**config.mk**
```make
export PLATFORM = sky130hd
export DESIGN_NAME = dss_seq
export DESIGN_NICKNAME = d
export VERILOG_FILES = /design/src/rtl/dss_sync2.v /design/src/rtl/dss_seq.v
export VERILOG_INCLUDE_DIRS = /design/src /design/src/rtl
export SDC_FILE = /design/constraint.sdc
export NUM_CORES = 1
export LEC_CHECK = 0
export BUFFER_PORTS_ARGS = -buffer_cell sky130_fd_sc_hd__buf_2
export CAP_MARGIN = 20
export CORE_ASPECT_RATIO = 1.1
export CORE_MARGIN = 2
export CORE_UTILIZATION = 55
export CTS_CLUSTER_DIAMETER = 50
export DETAILED_ROUTE_END_ITERATION = 7
export GPL_ROUTABILITY_DRIVEN = 0
export HOLD_SLACK_MARGIN = 0.1
export PLACE_DENSITY = 0.75
export SYNTH_ARGS = -nofsm -noshare
export SYNTH_HDL_FRONTEND = slang
export SYNTH_HIERARCHICAL = 1
export SYNTH_SLANG_ARGS = --single-unit
```
**constraint.sdc**
```tcl
create_clock -name i_clk -period 3.1 [get_ports i_clk]
set_clock_uncertainty 0.05 [all_clocks]
set_input_delay 0 -clock i_clk [delete_from_list [all_inputs] [get_ports i_clk]]
set_output_delay 0 -clock i_clk [all_outputs]
set_load 0.005 [all_outputs]
```
**src/rtl/dss_consts.vh**
```
// constants and overview for the display switch-off sequencer
// Overview of operation
// A standby command waits for the current vertical scan, then the vertical flyback, to end before slow stop starts.
// Slow stop ramps the horizontal on-time from nominal down to zero over about 50 ms.
// On the standby path with fixed beam enabled, the discharge beam current starts together with slow stop.
// The discharge beam current lasts 18.6 ms or 25 ms as the duration select bit chooses.
// During either switch-off path overscan hold parks the vertical deflection, otherwise it keeps running.
// After a standby stop has begun the mains-loss input is ignored.
// The external supply monitor raises the mains-loss input when the line deflection supply drops.
// On mains loss, after scan and flyback end, the beam current is forced if enabled while horizontal drive runs.
// Power-on-reset stops both the horizontal output and the discharge beam current.
// Slow stop is aligned to the start of the first new vertical field after the scan and flyback end.
// With fixed beam enable clear no discharge beam current is ever forced; other steps are unchanged.
`ifndef DSS_CONSTS_VH
`define DSS_CONSTS_VH
`define DSS_CLK_MHZ        100
`define DSS_SLOW_STOP_MS   50
`define DSS_BEAM_SHORT_US  18600
`define DSS_BEAM_LONG_US   25000
`define DSS_SLOW_STOP_CYC  (`DSS_SLOW_STOP_MS * 1000 * `DSS_CLK_MHZ)
`define DSS_BEAM_SHORT_CYC (`DSS_BEAM_SHORT_US * `DSS_CLK_MHZ)
`define DSS_BEAM_LONG_CYC  (`DSS_BEAM_LONG_US * `DSS_CLK_MHZ)
`define DSS_ADDR_CTRL      2'h0
`define DSS_ADDR_STAT      2'h1
`define DSS_ADDR_ONTIME    2'h2
`define DSS_CTRL_FBE       0
`define DSS_CTRL_OSH       1
`define DSS_CTRL_DUR       2
`define DSS_CTRL_STBY      3
`define DSS_CTRL_RST       8'h00
`define DSS_ONTIME_MAX     8'hFF
`endif

```
**src/rtl/dss_sync2.v**
```verilog
// two-flop synchroniser for pin inputs
`timescale 1ns/1ps
module dss_sync2 (
  input  wire i_clk,
  input  wire i_rst_n,
  input  wire i_d,
  output wire o_q
);
  reg s1_ff;
  reg s2_ff;
  always @(posedge i_clk or negedge i_rst_n) begin
    if (!i_rst_n) begin
      s1_ff <= 1'b0;
      s2_ff <= 1'b0;
    end else begin
      s1_ff <= i_d;
      s2_ff <= s1_ff;
    end
  end
  assign o_q = s2_ff;
endmodule // dss_sync2

```
**src/rtl/dss_seq.v**
```verilog
// switch-off sequencer: standby slow stop and mains-loss beam discharge
`timescale 1ns/1ps
`include "dss_consts.vh"
module dss_seq #(
  parameter SLOW_STOP_CYC  = `DSS_SLOW_STOP_CYC,
  parameter BEAM_SHORT_CYC = `DSS_BEAM_SHORT_CYC,
  parameter BEAM_LONG_CYC  = `DSS_BEAM_LONG_CYC
) (
  input  wire       i_clk,
  input  wire       i_rst_n,
  input  wire [1:0] i_addr,
  input  wire [7:0] i_wdata,
  input  wire       i_wr,
  input  wire       i_rd,
  output reg  [7:0] o_rdata,
  input  wire       i_vscan_end,
  input  wire       i_vflyback_end,
  input  wire       i_field_start,
  input  wire       i_mains_loss_input,
  input  wire       i_por,
  output wire [7:0] o_h_ontime,
  output wire       o_h_drive_en,
  output wire       o_fixed_beam,
  output wire       o_overscan_hold,
  output wire       o_switch_off_active
);
  localparam ST_IDLE  = 3'h0;
  localparam ST_SCAN  = 3'h1;
  localparam ST_FLYB  = 3'h2;
  localparam ST_FIELD = 3'h3;
  localparam ST_SLOW  = 3'h4;
  localparam ST_OFF   = 3'h5;
  localparam ST_MAINS = 3'h6;
  localparam ST_MHOLD = 3'h7;
  // ramp runs from full on-time down to zero in equal steps
  localparam STEP_CYC = SLOW_STOP_CYC / `DSS_ONTIME_MAX;

  wire       mains_s;
  reg  [7:0] ctrl_ff;
  reg  [2:0] st_ff;
  reg  [2:0] nxt_st;
  reg        path_mains_ff;
  reg        nxt_path_mains;
  reg  [7:0] ontime_ff;
  reg  [7:0] nxt_ontime;
  reg  [23:0] step_ff;
  reg  [23:0] nxt_step;
  reg  [23:0] beam_cnt_ff;
  reg  [23:0] nxt_beam_cnt;
  reg        beam_ff;
  reg        nxt_beam;
  reg        hdrv_ff;
  reg        nxt_hdrv;
  reg        stby_seen_ff;
  reg        nxt_stby_seen;
  wire [23:0] beam_len;
  wire        stby_req;
  wire        ctrl_wr;
  wire        ovs_bit;
  wire        nxt_active;
  wire        nxt_ovs;
  reg         active_ff;
  reg         ovs_ff;

  dss_sync2 u_mains_sync (
    .i_clk   (i_clk),
    .i_rst_n (i_rst_n),
    .i_d     (i_mains_loss_input),
    .o_q     (mains_s)
  );

  assign stby_req = i_wr && (i_addr == `DSS_ADDR_CTRL) && i_wdata[`DSS_CTRL_STBY];
  // duration latched from config when beam starts is not needed: bit is static in practice
  assign beam_len = ctrl_ff[`DSS_CTRL_DUR] ? BEAM_LONG_CYC[23:0] : BEAM_SHORT_CYC[23:0];
  assign ctrl_wr  = i_wr && (i_addr == `DSS_ADDR_CTRL);

  always @(posedge i_clk or negedge i_rst_n) begin
    if (!i_rst_n) begin
      ctrl_ff <= `DSS_CTRL_RST;
    end else if (i_wr && (i_addr == `DSS_ADDR_CTRL)) begin
      ctrl_ff <= {5'h00, i_wdata[2:0]};
    end
  end

  always @(posedge i_clk or negedge i_rst_n) begin
    if (!i_rst_n) begin
      o_rdata <= 8'h00;
    end else if (i_rd) begin
      case (i_addr)
        `DSS_ADDR_CTRL:   o_rdata <= ctrl_ff;
        `DSS_ADDR_STAT:   o_rdata <= {hdrv_ff, beam_ff, stby_seen_ff, path_mains_ff, 1'b0, st_ff};
        `DSS_ADDR_ONTIME: o_rdata <= ontime_ff;
        default:          o_rdata <= 8'h00;
      endcase
    end else begin
      o_rdata <= 8'h00;
    end
  end

  always @* begin
    nxt_st         = st_ff;
    nxt_path_mains = path_mains_ff;
    nxt_ontime     = ontime_ff;
    nxt_step       = step_ff;
    nxt_beam       = beam_ff;
    nxt_beam_cnt   = beam_cnt_ff;
    nxt_hdrv       = hdrv_ff;
    nxt_stby_seen  = stby_seen_ff;
    if (beam_ff) begin
      if (beam_cnt_ff >= beam_len - 24'h000001) begin
        nxt_beam = 1'b0;
      end else begin
        nxt_beam_cnt = beam_cnt_ff + 24'h000001;
      end
    end
    case (st_ff)
      ST_IDLE: begin
        if (stby_req) begin
          nxt_st        = ST_SCAN;
          nxt_stby_seen = 1'b1;
        end else if (mains_s && !stby_seen_ff) begin
          nxt_st         = ST_SCAN;
          nxt_path_mains = 1'b1;
        end
      end
      ST_SCAN: begin
        if (i_vscan_end) begin
          nxt_st = ST_FLYB;
        end
      end
      ST_FLYB: begin
        if (i_vflyback_end) begin
          nxt_st = path_mains_ff ? ST_MAINS : ST_FIELD;
        end
      end
      ST_FIELD: begin
        if (i_field_start) begin
          nxt_st   = ST_SLOW;
          nxt_step = 24'h000000;
          if (ctrl_ff[`DSS_CTRL_FBE]) begin
            nxt_beam     = 1'b1;
            nxt_beam_cnt = 24'h000000;
          end
        end
      end
      ST_SLOW: begin
        if (step_ff >= STEP_CYC[23:0] - 24'h000001) begin
          nxt_step = 24'h000000;
          if (ontime_ff == 8'h01) begin
            nxt_ontime = 8'h00;
            nxt_hdrv   = 1'b0;
            nxt_st     = ST_OFF;
          end else begin
            nxt_ontime = ontime_ff - 8'h01;
          end
        end else begin
          nxt_step = step_ff + 24'h000001;
        end
      end
      ST_OFF: begin
        nxt_st = ST_OFF;
      end
      ST_MAINS: begin
        if (ctrl_ff[`DSS_CTRL_FBE]) begin
          nxt_beam     = 1'b1;
          nxt_beam_cnt = 24'h000000;
        end
        nxt_st = ST_MHOLD;
      end
      ST_MHOLD: begin
        // horizontal drive keeps running until supply falls or a standby request starts the slow stop
        if (stby_req) begin
          nxt_st         = ST_SCAN;
          nxt_path_mains = 1'b0;
          nxt_stby_seen  = 1'b1;
        end
      end
      default: nxt_st = ST_IDLE;
    endcase
  end

  always @(posedge i_clk or negedge i_rst_n) begin
    if (!i_rst_n) begin
      st_ff         <= ST_IDLE;
      path_mains_ff <= 1'b0;
      ontime_ff     <= `DSS_ONTIME_MAX;
      step_ff       <= 24'h000000;
      beam_ff       <= 1'b0;
      beam_cnt_ff   <= 24'h000000;
      hdrv_ff       <= 1'b1;
      stby_seen_ff  <= 1'b0;
    end else if (i_por) begin
      // supply below por level: everything stops and stays stopped
      st_ff     <= ST_OFF;
      beam_ff   <= 1'b0;
      hdrv_ff   <= 1'b0;
      ontime_ff <= 8'h00;
    end else begin
      st_ff         <= nxt_st;
      path_mains_ff <= nxt_path_mains;
      ontime_ff     <= nxt_ontime;
      step_ff       <= nxt_step;
      beam_ff       <= nxt_beam;
      beam_cnt_ff   <= nxt_beam_cnt;
      hdrv_ff       <= nxt_hdrv;
      stby_seen_ff  <= nxt_stby_seen;
    end
  end

  assign o_h_ontime          = ontime_ff;
  assign o_h_drive_en        = hdrv_ff;
  assign o_fixed_beam        = beam_ff;
  // flags taken from next state so they stay aligned with st_ff and ctrl_ff
  // while still coming straight from flip-flops
  assign ovs_bit    = ctrl_wr ? i_wdata[`DSS_CTRL_OSH] : ctrl_ff[`DSS_CTRL_OSH];
  assign nxt_active = i_por || (nxt_st != ST_IDLE);
  assign nxt_ovs    = ovs_bit && nxt_active;

  always @(posedge i_clk or negedge i_rst_n) begin
    if (!i_rst_n) begin
      active_ff <= 1'b0;
      ovs_ff    <= 1'b0;
    end else begin
      active_ff <= nxt_active;
      ovs_ff    <= nxt_ovs;
    end
  end

  assign o_switch_off_active = active_ff;
  assign o_overscan_hold     = ovs_ff;
endmodule // dss_seq

```
==> out/results.ini, run 1 <==
[run_status]
outcome=completed

[drt]
wirelength_mm=9.04
vias_per_cell=5.97
wl_met2_mm=4.30
firstDrtPassIters=4
highest_layer=met4
avgRoutedWirePerCell_microns=15.6
num_vias=3464
post-route-drc-count=0
drt_iter0_markers=240
wl_met3_microns=378
ant_nets=0
m1WireLength_mm=4.16

[clocking]
ctsHoldBuffers=19
cts_tree=done
root_buffer=clkbuf_8
cts_made_buffers=9
cts_resized=0
cts_setup_buffers=0
clock_latency_ns=0.36
cts.sinks=78
cts_buffer_depth=2
clk_pin_slew_ns=0.09
htreeDepth=3

[synthesis]
synth_compound_area_frac=0.135
syn_area_sq_mm=0.00415
async_flop_share=1.00
yosys_warnings=6
synthAdderAreaFrac=0.0332
synthMuxAreaShare=0.0202
synth_top_family_by_area=simple AND/OR/NAND/NOR gates
yosysSeqAreaShare=0.473
synth_flop_cell=dfrtp_1
synth-simple-area-share=0.273
synth-edff-count=0
synth_seq_cells=78
synth_cells=437
synthDominantCellAreaShare=0.416
syn_nets=467
synth.avg_cell_area_sq_um=9.49
synth_cell_type_count=60
synth_top_cell_by_area=dfrtp_1
synth_xor_area_frac=0.0422
synth.area.top_cells=dfrtp_1 (42%), dfstp_2 (5.7%), nor2_1 (4.2%)

[floorplanning]
die-width_microns=86.8
rows=33
coreArea_sq_mm=0.00739
num_io_pins=39
die_area_sq_mm=0.00825
start_util=0.561
die_h_microns=95.1

[pwr]
leakage_nw=2.14
ir_worst_vdd_mv=0.216
p_per_area_mw_per_mm2=435

[sta]
slew_headroom=0.348
grt_setup_unrepaired=no
worst-slew-pin-transition_ns=0.977
setup_viol=0
timing.final.crit_period_ns=2.79
fin_crit_sh=0.899
drv_slew=0
finalWorstSetupSlack_ns=0.312
hold_viol=0
fmax_mhz=359
final.setup.tns_ns=0

[worst_setup_path]
reg2reg_from=ctrl_ff[2]$_DFFE_PN0P_
rr_worst_depth=8
worstSetupPathType=flip-flop to flip-flop
startpoint=ctrl_ff[2]$_DFFE_PN0P_
reg2reg_to=beam_cnt_ff[3]$_DFFE_PN0N_
r2r_setup_slack_ns=0.31
start_kind=flip-flop
cp_data_required_time_ns=3.35
crit_fanout=15
timing.critical_path.to=beam_cnt_ff[3]$_DFFE_PN0N_
end_kind=flip-flop
cp.arrival_ns=3.03

[min_path]
min_path_cells=4
hold_class=input port to flip-flop

[global_route]
grt_max_degree=79
grt_usage=0.236
grt_pass1_wl_mm=15.5
grt_pass1_vias=3380
antenna_found_initial=0
grt-ovfl-total=0

[final_layout]
drive_gt1_frac=0.154
fin_util=0.650
areaGrowthSynthToFinish_pct=15.8
final_nets=518
antennaDiodeCount=0

[place]
port_buffers=34
dpl.hpwl_mm=5.93
post-place-ws_ns=0.335

[job]
cap_violations=0

-- cell usage after synthesis, types with 10 or more instances --
master,n
ha_1,11
nand3_1,19
nand2_1,43
xor2_1,14
clkbuf_1,14
o21ai_0,19
dfrtp_1,69
nand4_1,12
and2_1,13
nor2_1,46
nor2b_1,10
nor3_1,10
a21oi_1,19
and3_1,12
-- kinds of logic after synthesis --
group / Yosys count
simple gates: 211
xor+xnor: 20
mux: 8
flops: 78
fa+ha+maj: 11
compound gates: 84
buf+inv: 25
-- routing by layer --
metal | GRT usage | up-vias
li1 | - | 1674
met3 | 0.0364 | 19
met5 | 0 | -
met4 | 0.118 | 0
met1 | 0.310 | 1670
met2 | 0.380 | 101
-- state kept, by name, indices dropped and copies added, names as in the netlist --
signal and count:
o_h_drive_en 1, ctrl_ff 3, beam_cnt_ff 24, step_ff 24
o_switch_off_active 1, o_overscan_hold 1, u_mains_sync/o_q 1, o_fixed_beam 1
path_mains_ff 1, st_ff 3, o_h_ontime 8, u_mains_sync/s1_ff 1
stby_seen_ff 1, o_rdata 8
-- final cells by class --
class / instances / area, sq um
Clock buffer: 10 / 128
Clock inverter: 6 / 95.1
Fill cell: 591 / 2590
Inverter: 9 / 33.8
Multi-Input combinational cell: 334 / 2090
Sequential cell: 78 / 1960
Tap cell: 87 / 109
Timing Repair Buffer: 56 / 385
-- power by group --
group	switching (W)	leakage, nW	internal, W
clock	0.000400	0.105	0.000461
sequential	0.0000279	0.996	0.00104
combinational	0.0000816	1.04	0.0000759
total	0.000510	2.14	0.00158
-- worst max-delay path: stages, from the launching register on --
cell,delay [ns]
dfrtp_1,0.46
inv_1,0.13
ha_1,0.20
nor4b_1,0.29
nand2_1,0.14
a211oi_4,0.61
nand3b_2,0.26
or4_1,0.51
nand2_1,0.07
-- metrics by stage --
stage	std cells	area [sq um]	total power [W]	hold slack (ns)
finish	580	4800	0.00209	0.108
global route	580	4800	0.00217	0.160
CTS	580	4800	0.00210	0.104
detailed placement	545	4390	0.00121	0.0651
global placement	545	4390	0.00121	0.0590
floorplan	437	4150	0.00115	-0.346
-- worst min path at each step --
stage,to,startpoint
final,o_rdata[1]$_DFF_PN0_,i_addr[1]
after global routing,stby_seen_ff$_DFFE_PN0P_,i_addr[1]
after CTS,o_rdata[1]$_DFF_PN0_,i_addr[1]
after detailed placement,u_mains_sync/s1_ff$_DFF_PN0_,i_mains_loss_input
after global placement,u_mains_sync/s1_ff$_DFF_PN0_,i_mains_loss_input
after floorplan,beam_cnt_ff[0]$_DFFE_PN0N_,i_rst_n
-- placed cells by master (no fill, tap or decap), types with 6 or more instances in the layout --
cell,count
and2_1,13
dfrtp_1,69
ha_1,11
and3_1,12
nor2b_1,10
nand4b_1,6
dfstp_2,9
inv_1,9
nand2_1,43
clkbuf_8,9
xor2_1,14
buf_2,33
nand4_1,12
o21ai_0,19
o211ai_1,7
nor2_1,46
or4_1,7
nand2b_1,8
dlygate4sd3_1,19
nand3_1,19
a21oi_1,19
xnor2_1,6
nor3_1,10
No activity file was read; power rests on OpenSTA's default activity.
==> run 2: changes to the inputs <==
- ABC_AREA: not set -> 1
- SKIP_LAST_GASP: not set -> 1
==> run 2 against run 1 <==
  * First-iteration DRC count shrank 28%
  * Final cell count increased by 28%
  * Hold slack gained 0.020 ns
  * Utilization decreased by 0.48 points
  * Die area rose by 4.5%
  * Wire length is 7.6% higher
  * Design area is 4.6% higher
  * Flip-flop and latch count is the same
  * Combinational power rose to 7.1 times the previous value
  * Largest power group unchanged
  * Highest routed layer unchanged
==> out/results.ini, run 2 <==
[worst_setup_path]
reg2reg_to=beam_cnt_ff[6]$_DFFE_PN0N_
timing.critical_path.to=beam_cnt_ff[6]$_DFFE_PN0N_
crit_fanout=16
reg2reg_from=ctrl_ff[2]$_DFFE_PN0P_
end_kind=flip-flop
r2r_setup_slack_ns=0.65
startpoint=ctrl_ff[2]$_DFFE_PN0P_
rr_worst_depth=13
worstSetupPathType=flip-flop to flip-flop
cp_data_required_time_ns=3.33
cp.arrival_ns=2.68
start_kind=flip-flop

[drt]
drt_iter0_markers=174
ant_nets=0
num_vias=3904
avgRoutedWirePerCell_microns=13.2
wirelength_mm=9.74
post-route-drc-count=0
vias_per_cell=5.28
firstDrtPassIters=5

[clocking]
root_buffer=clkbuf_8
cts_made_buffers=9
clock_latency_ns=0.36
cts_tree=done
cts_buffer_depth=2
cts.sinks=78
cts_setup_buffers=0
cts_resized=0
clk_pin_slew_ns=0.09
ctsHoldBuffers=20
htreeDepth=3

[final_layout]
final_cell_mix=nand2_1 (125), inv_1 (93), nor2_1 (75), dfrtp_1 (69), nand3_1 (42)
reg.largest.list=beam_cnt_ff (24), step_ff (24)
instances_no_fill=740
antennaDiodeCount=0
final_nets=657
drive_gt1_frac=0.131
areaGrowthSynthToFinish_pct=15.6
final_common_cell=nand2_1

[sta]
fin_crit_sh=0.791
timing.final.crit_period_ns=2.45
fmax_mhz=408
hold_viol=0
setup_viol=0
slew_headroom=0.353
drv_slew=0
worst-slew-pin-transition_ns=0.970
grt_setup_unrepaired=no
final.setup.tns_ns=0

[floorplanning]
die_area_sq_mm=0.00862
num_io_pins=39
rows=34
die-width_microns=88.7
coreArea_sq_mm=0.00778
start_util=0.558
die_h_microns=97.2

[synthesis]
yosys_warnings=6
synthDominantCellAreaShare=0.398
synth_cells=570
syn_area_sq_mm=0.00434
synthTopCellsByCount=nand2_1 (125), inv_1 (93), nor2_1 (75)
synth.avg_cell_area_sq_um=7.62
synth_cell_type_count=40
syn_nets=600
synth_top_cell_by_area=dfrtp_1
async_flop_share=1.00
yosysMostFrequentCell=nand2_1
yosysSeqAreaShare=0.452
synth-edff-count=0
synth_seq_cells=78
synth.area.top_cells=dfrtp_1 (40%), nand2_1 (11%), inv_1 (8.0%)
synth_flop_cell=dfrtp_1

[global_route]
antenna_found_initial=0
grt_max_degree=79
grt_pass1_wl_mm=16.4
grt_pass1_vias=3823
grt_usage=0.237
grt-ovfl-total=0

[place]
placed_cells=704
port_buffers=34
dpl.hpwl_mm=6.76

[pwr]
ir_worst_vdd_mv=0.362
leakage_nw=2.52
p_per_area_mw_per_mm2=695

[run_status]
outcome=completed

[min_path]
hold_class=input port to flip-flop

[job]
cap_violations=0

==> run 2: metrics by stage <==
| stage | hold slack, ns | total power, W | setup WS, ns | util | area [sq um] |
|---|---|---|---|---|---|
| final | 0.128 | 0.00349 | 0.647 | 0.645 | 5020 |
| after global routing | 0.123 | 0.00376 | 0.456 | 0.645 | 5020 |
| after CTS | 0.109 | 0.00350 | 0.649 | 0.645 | 5020 |
| after detailed placement | 0.0650 | 0.00263 | 0.704 | 0.592 | 4610 |
| after global placement | 0.0573 | 0.00257 | 0.733 | 0.592 | 4610 |
| after floorplan | -0.346 | 0.00231 | 1.15 | - | 4340 |
==> run 2: worst max-delay path, cell delays in order, from the launching register on <==
cell and delay, ns:
dfrtp_1 0.44, inv_1 0.22, ha_1 0.29, nand2_1 0.07, inv_1 0.04, nand2_1 0.08, nor2_2 0.06, nand2_1 0.09
o21ai_2 0.10, nor2_4 0.33, nand2_1 0.23, o21ai_1 0.19, nand2_1 0.07, nor2_1 0.10
==> run 2: how the worst min path moves through the flow <==
stage	from	endpoint	slack, ns	cells after the start
after floorplan	i_rst_n	beam_cnt_ff[0]$_DFFE_PN0N_	-0.35	0
after global placement	i_mains_loss_input	u_mains_sync/s1_ff$_DFF_PN0_	0.06	1
after detailed placement	i_mains_loss_input	u_mains_sync/s1_ff$_DFF_PN0_	0.06	1
after CTS	i_wr	ctrl_ff[0]$_DFFE_PN0P_	0.11	3
after global routing	i_wr	ctrl_ff[0]$_DFFE_PN0P_	0.12	3
final	i_wr	ctrl_ff[0]$_DFFE_PN0P_	0.13	3
==> run 2: layer usage <==
metal  vias to the layer above  track usage  routed length [microns]
met5                         -            0                        0
met2                       107        0.384                     4710
met4                         0        0.104                      222
met1                      1837        0.312                     4340
met3                        17       0.0314                      466
li1                       1943            -                        -
==> run 2: final cells by class <==
class                      count  area (sq um)
fill                         679          2760
inverter                      97           364
timing repair buffer          54           373
multi-input combinational    387          1970
clock buffer                  11           131
clock inverter                 5          83.8
sequential                    78          1960
tap                          108           135
==> run 2: kinds of logic after synthesis <==
logic type | count (synthesis) | synth area share
compound gates | 70 | 0.0933
xor+xnor | 11 | 0.0222
fa+ha+maj | 11 | 0.0317
buf+inv | 105 | 0.0942
flops | 78 | 0.452
mux | 2 | 0.00519
simple gates | 293 | 0.301
==> run 2: power breakdown <==
part	internal, W	switching (W)
registers	0.00129	0.000240
logic	0.000425	0.000697
clock network	0.000456	0.000384
total	0.00217	0.00132
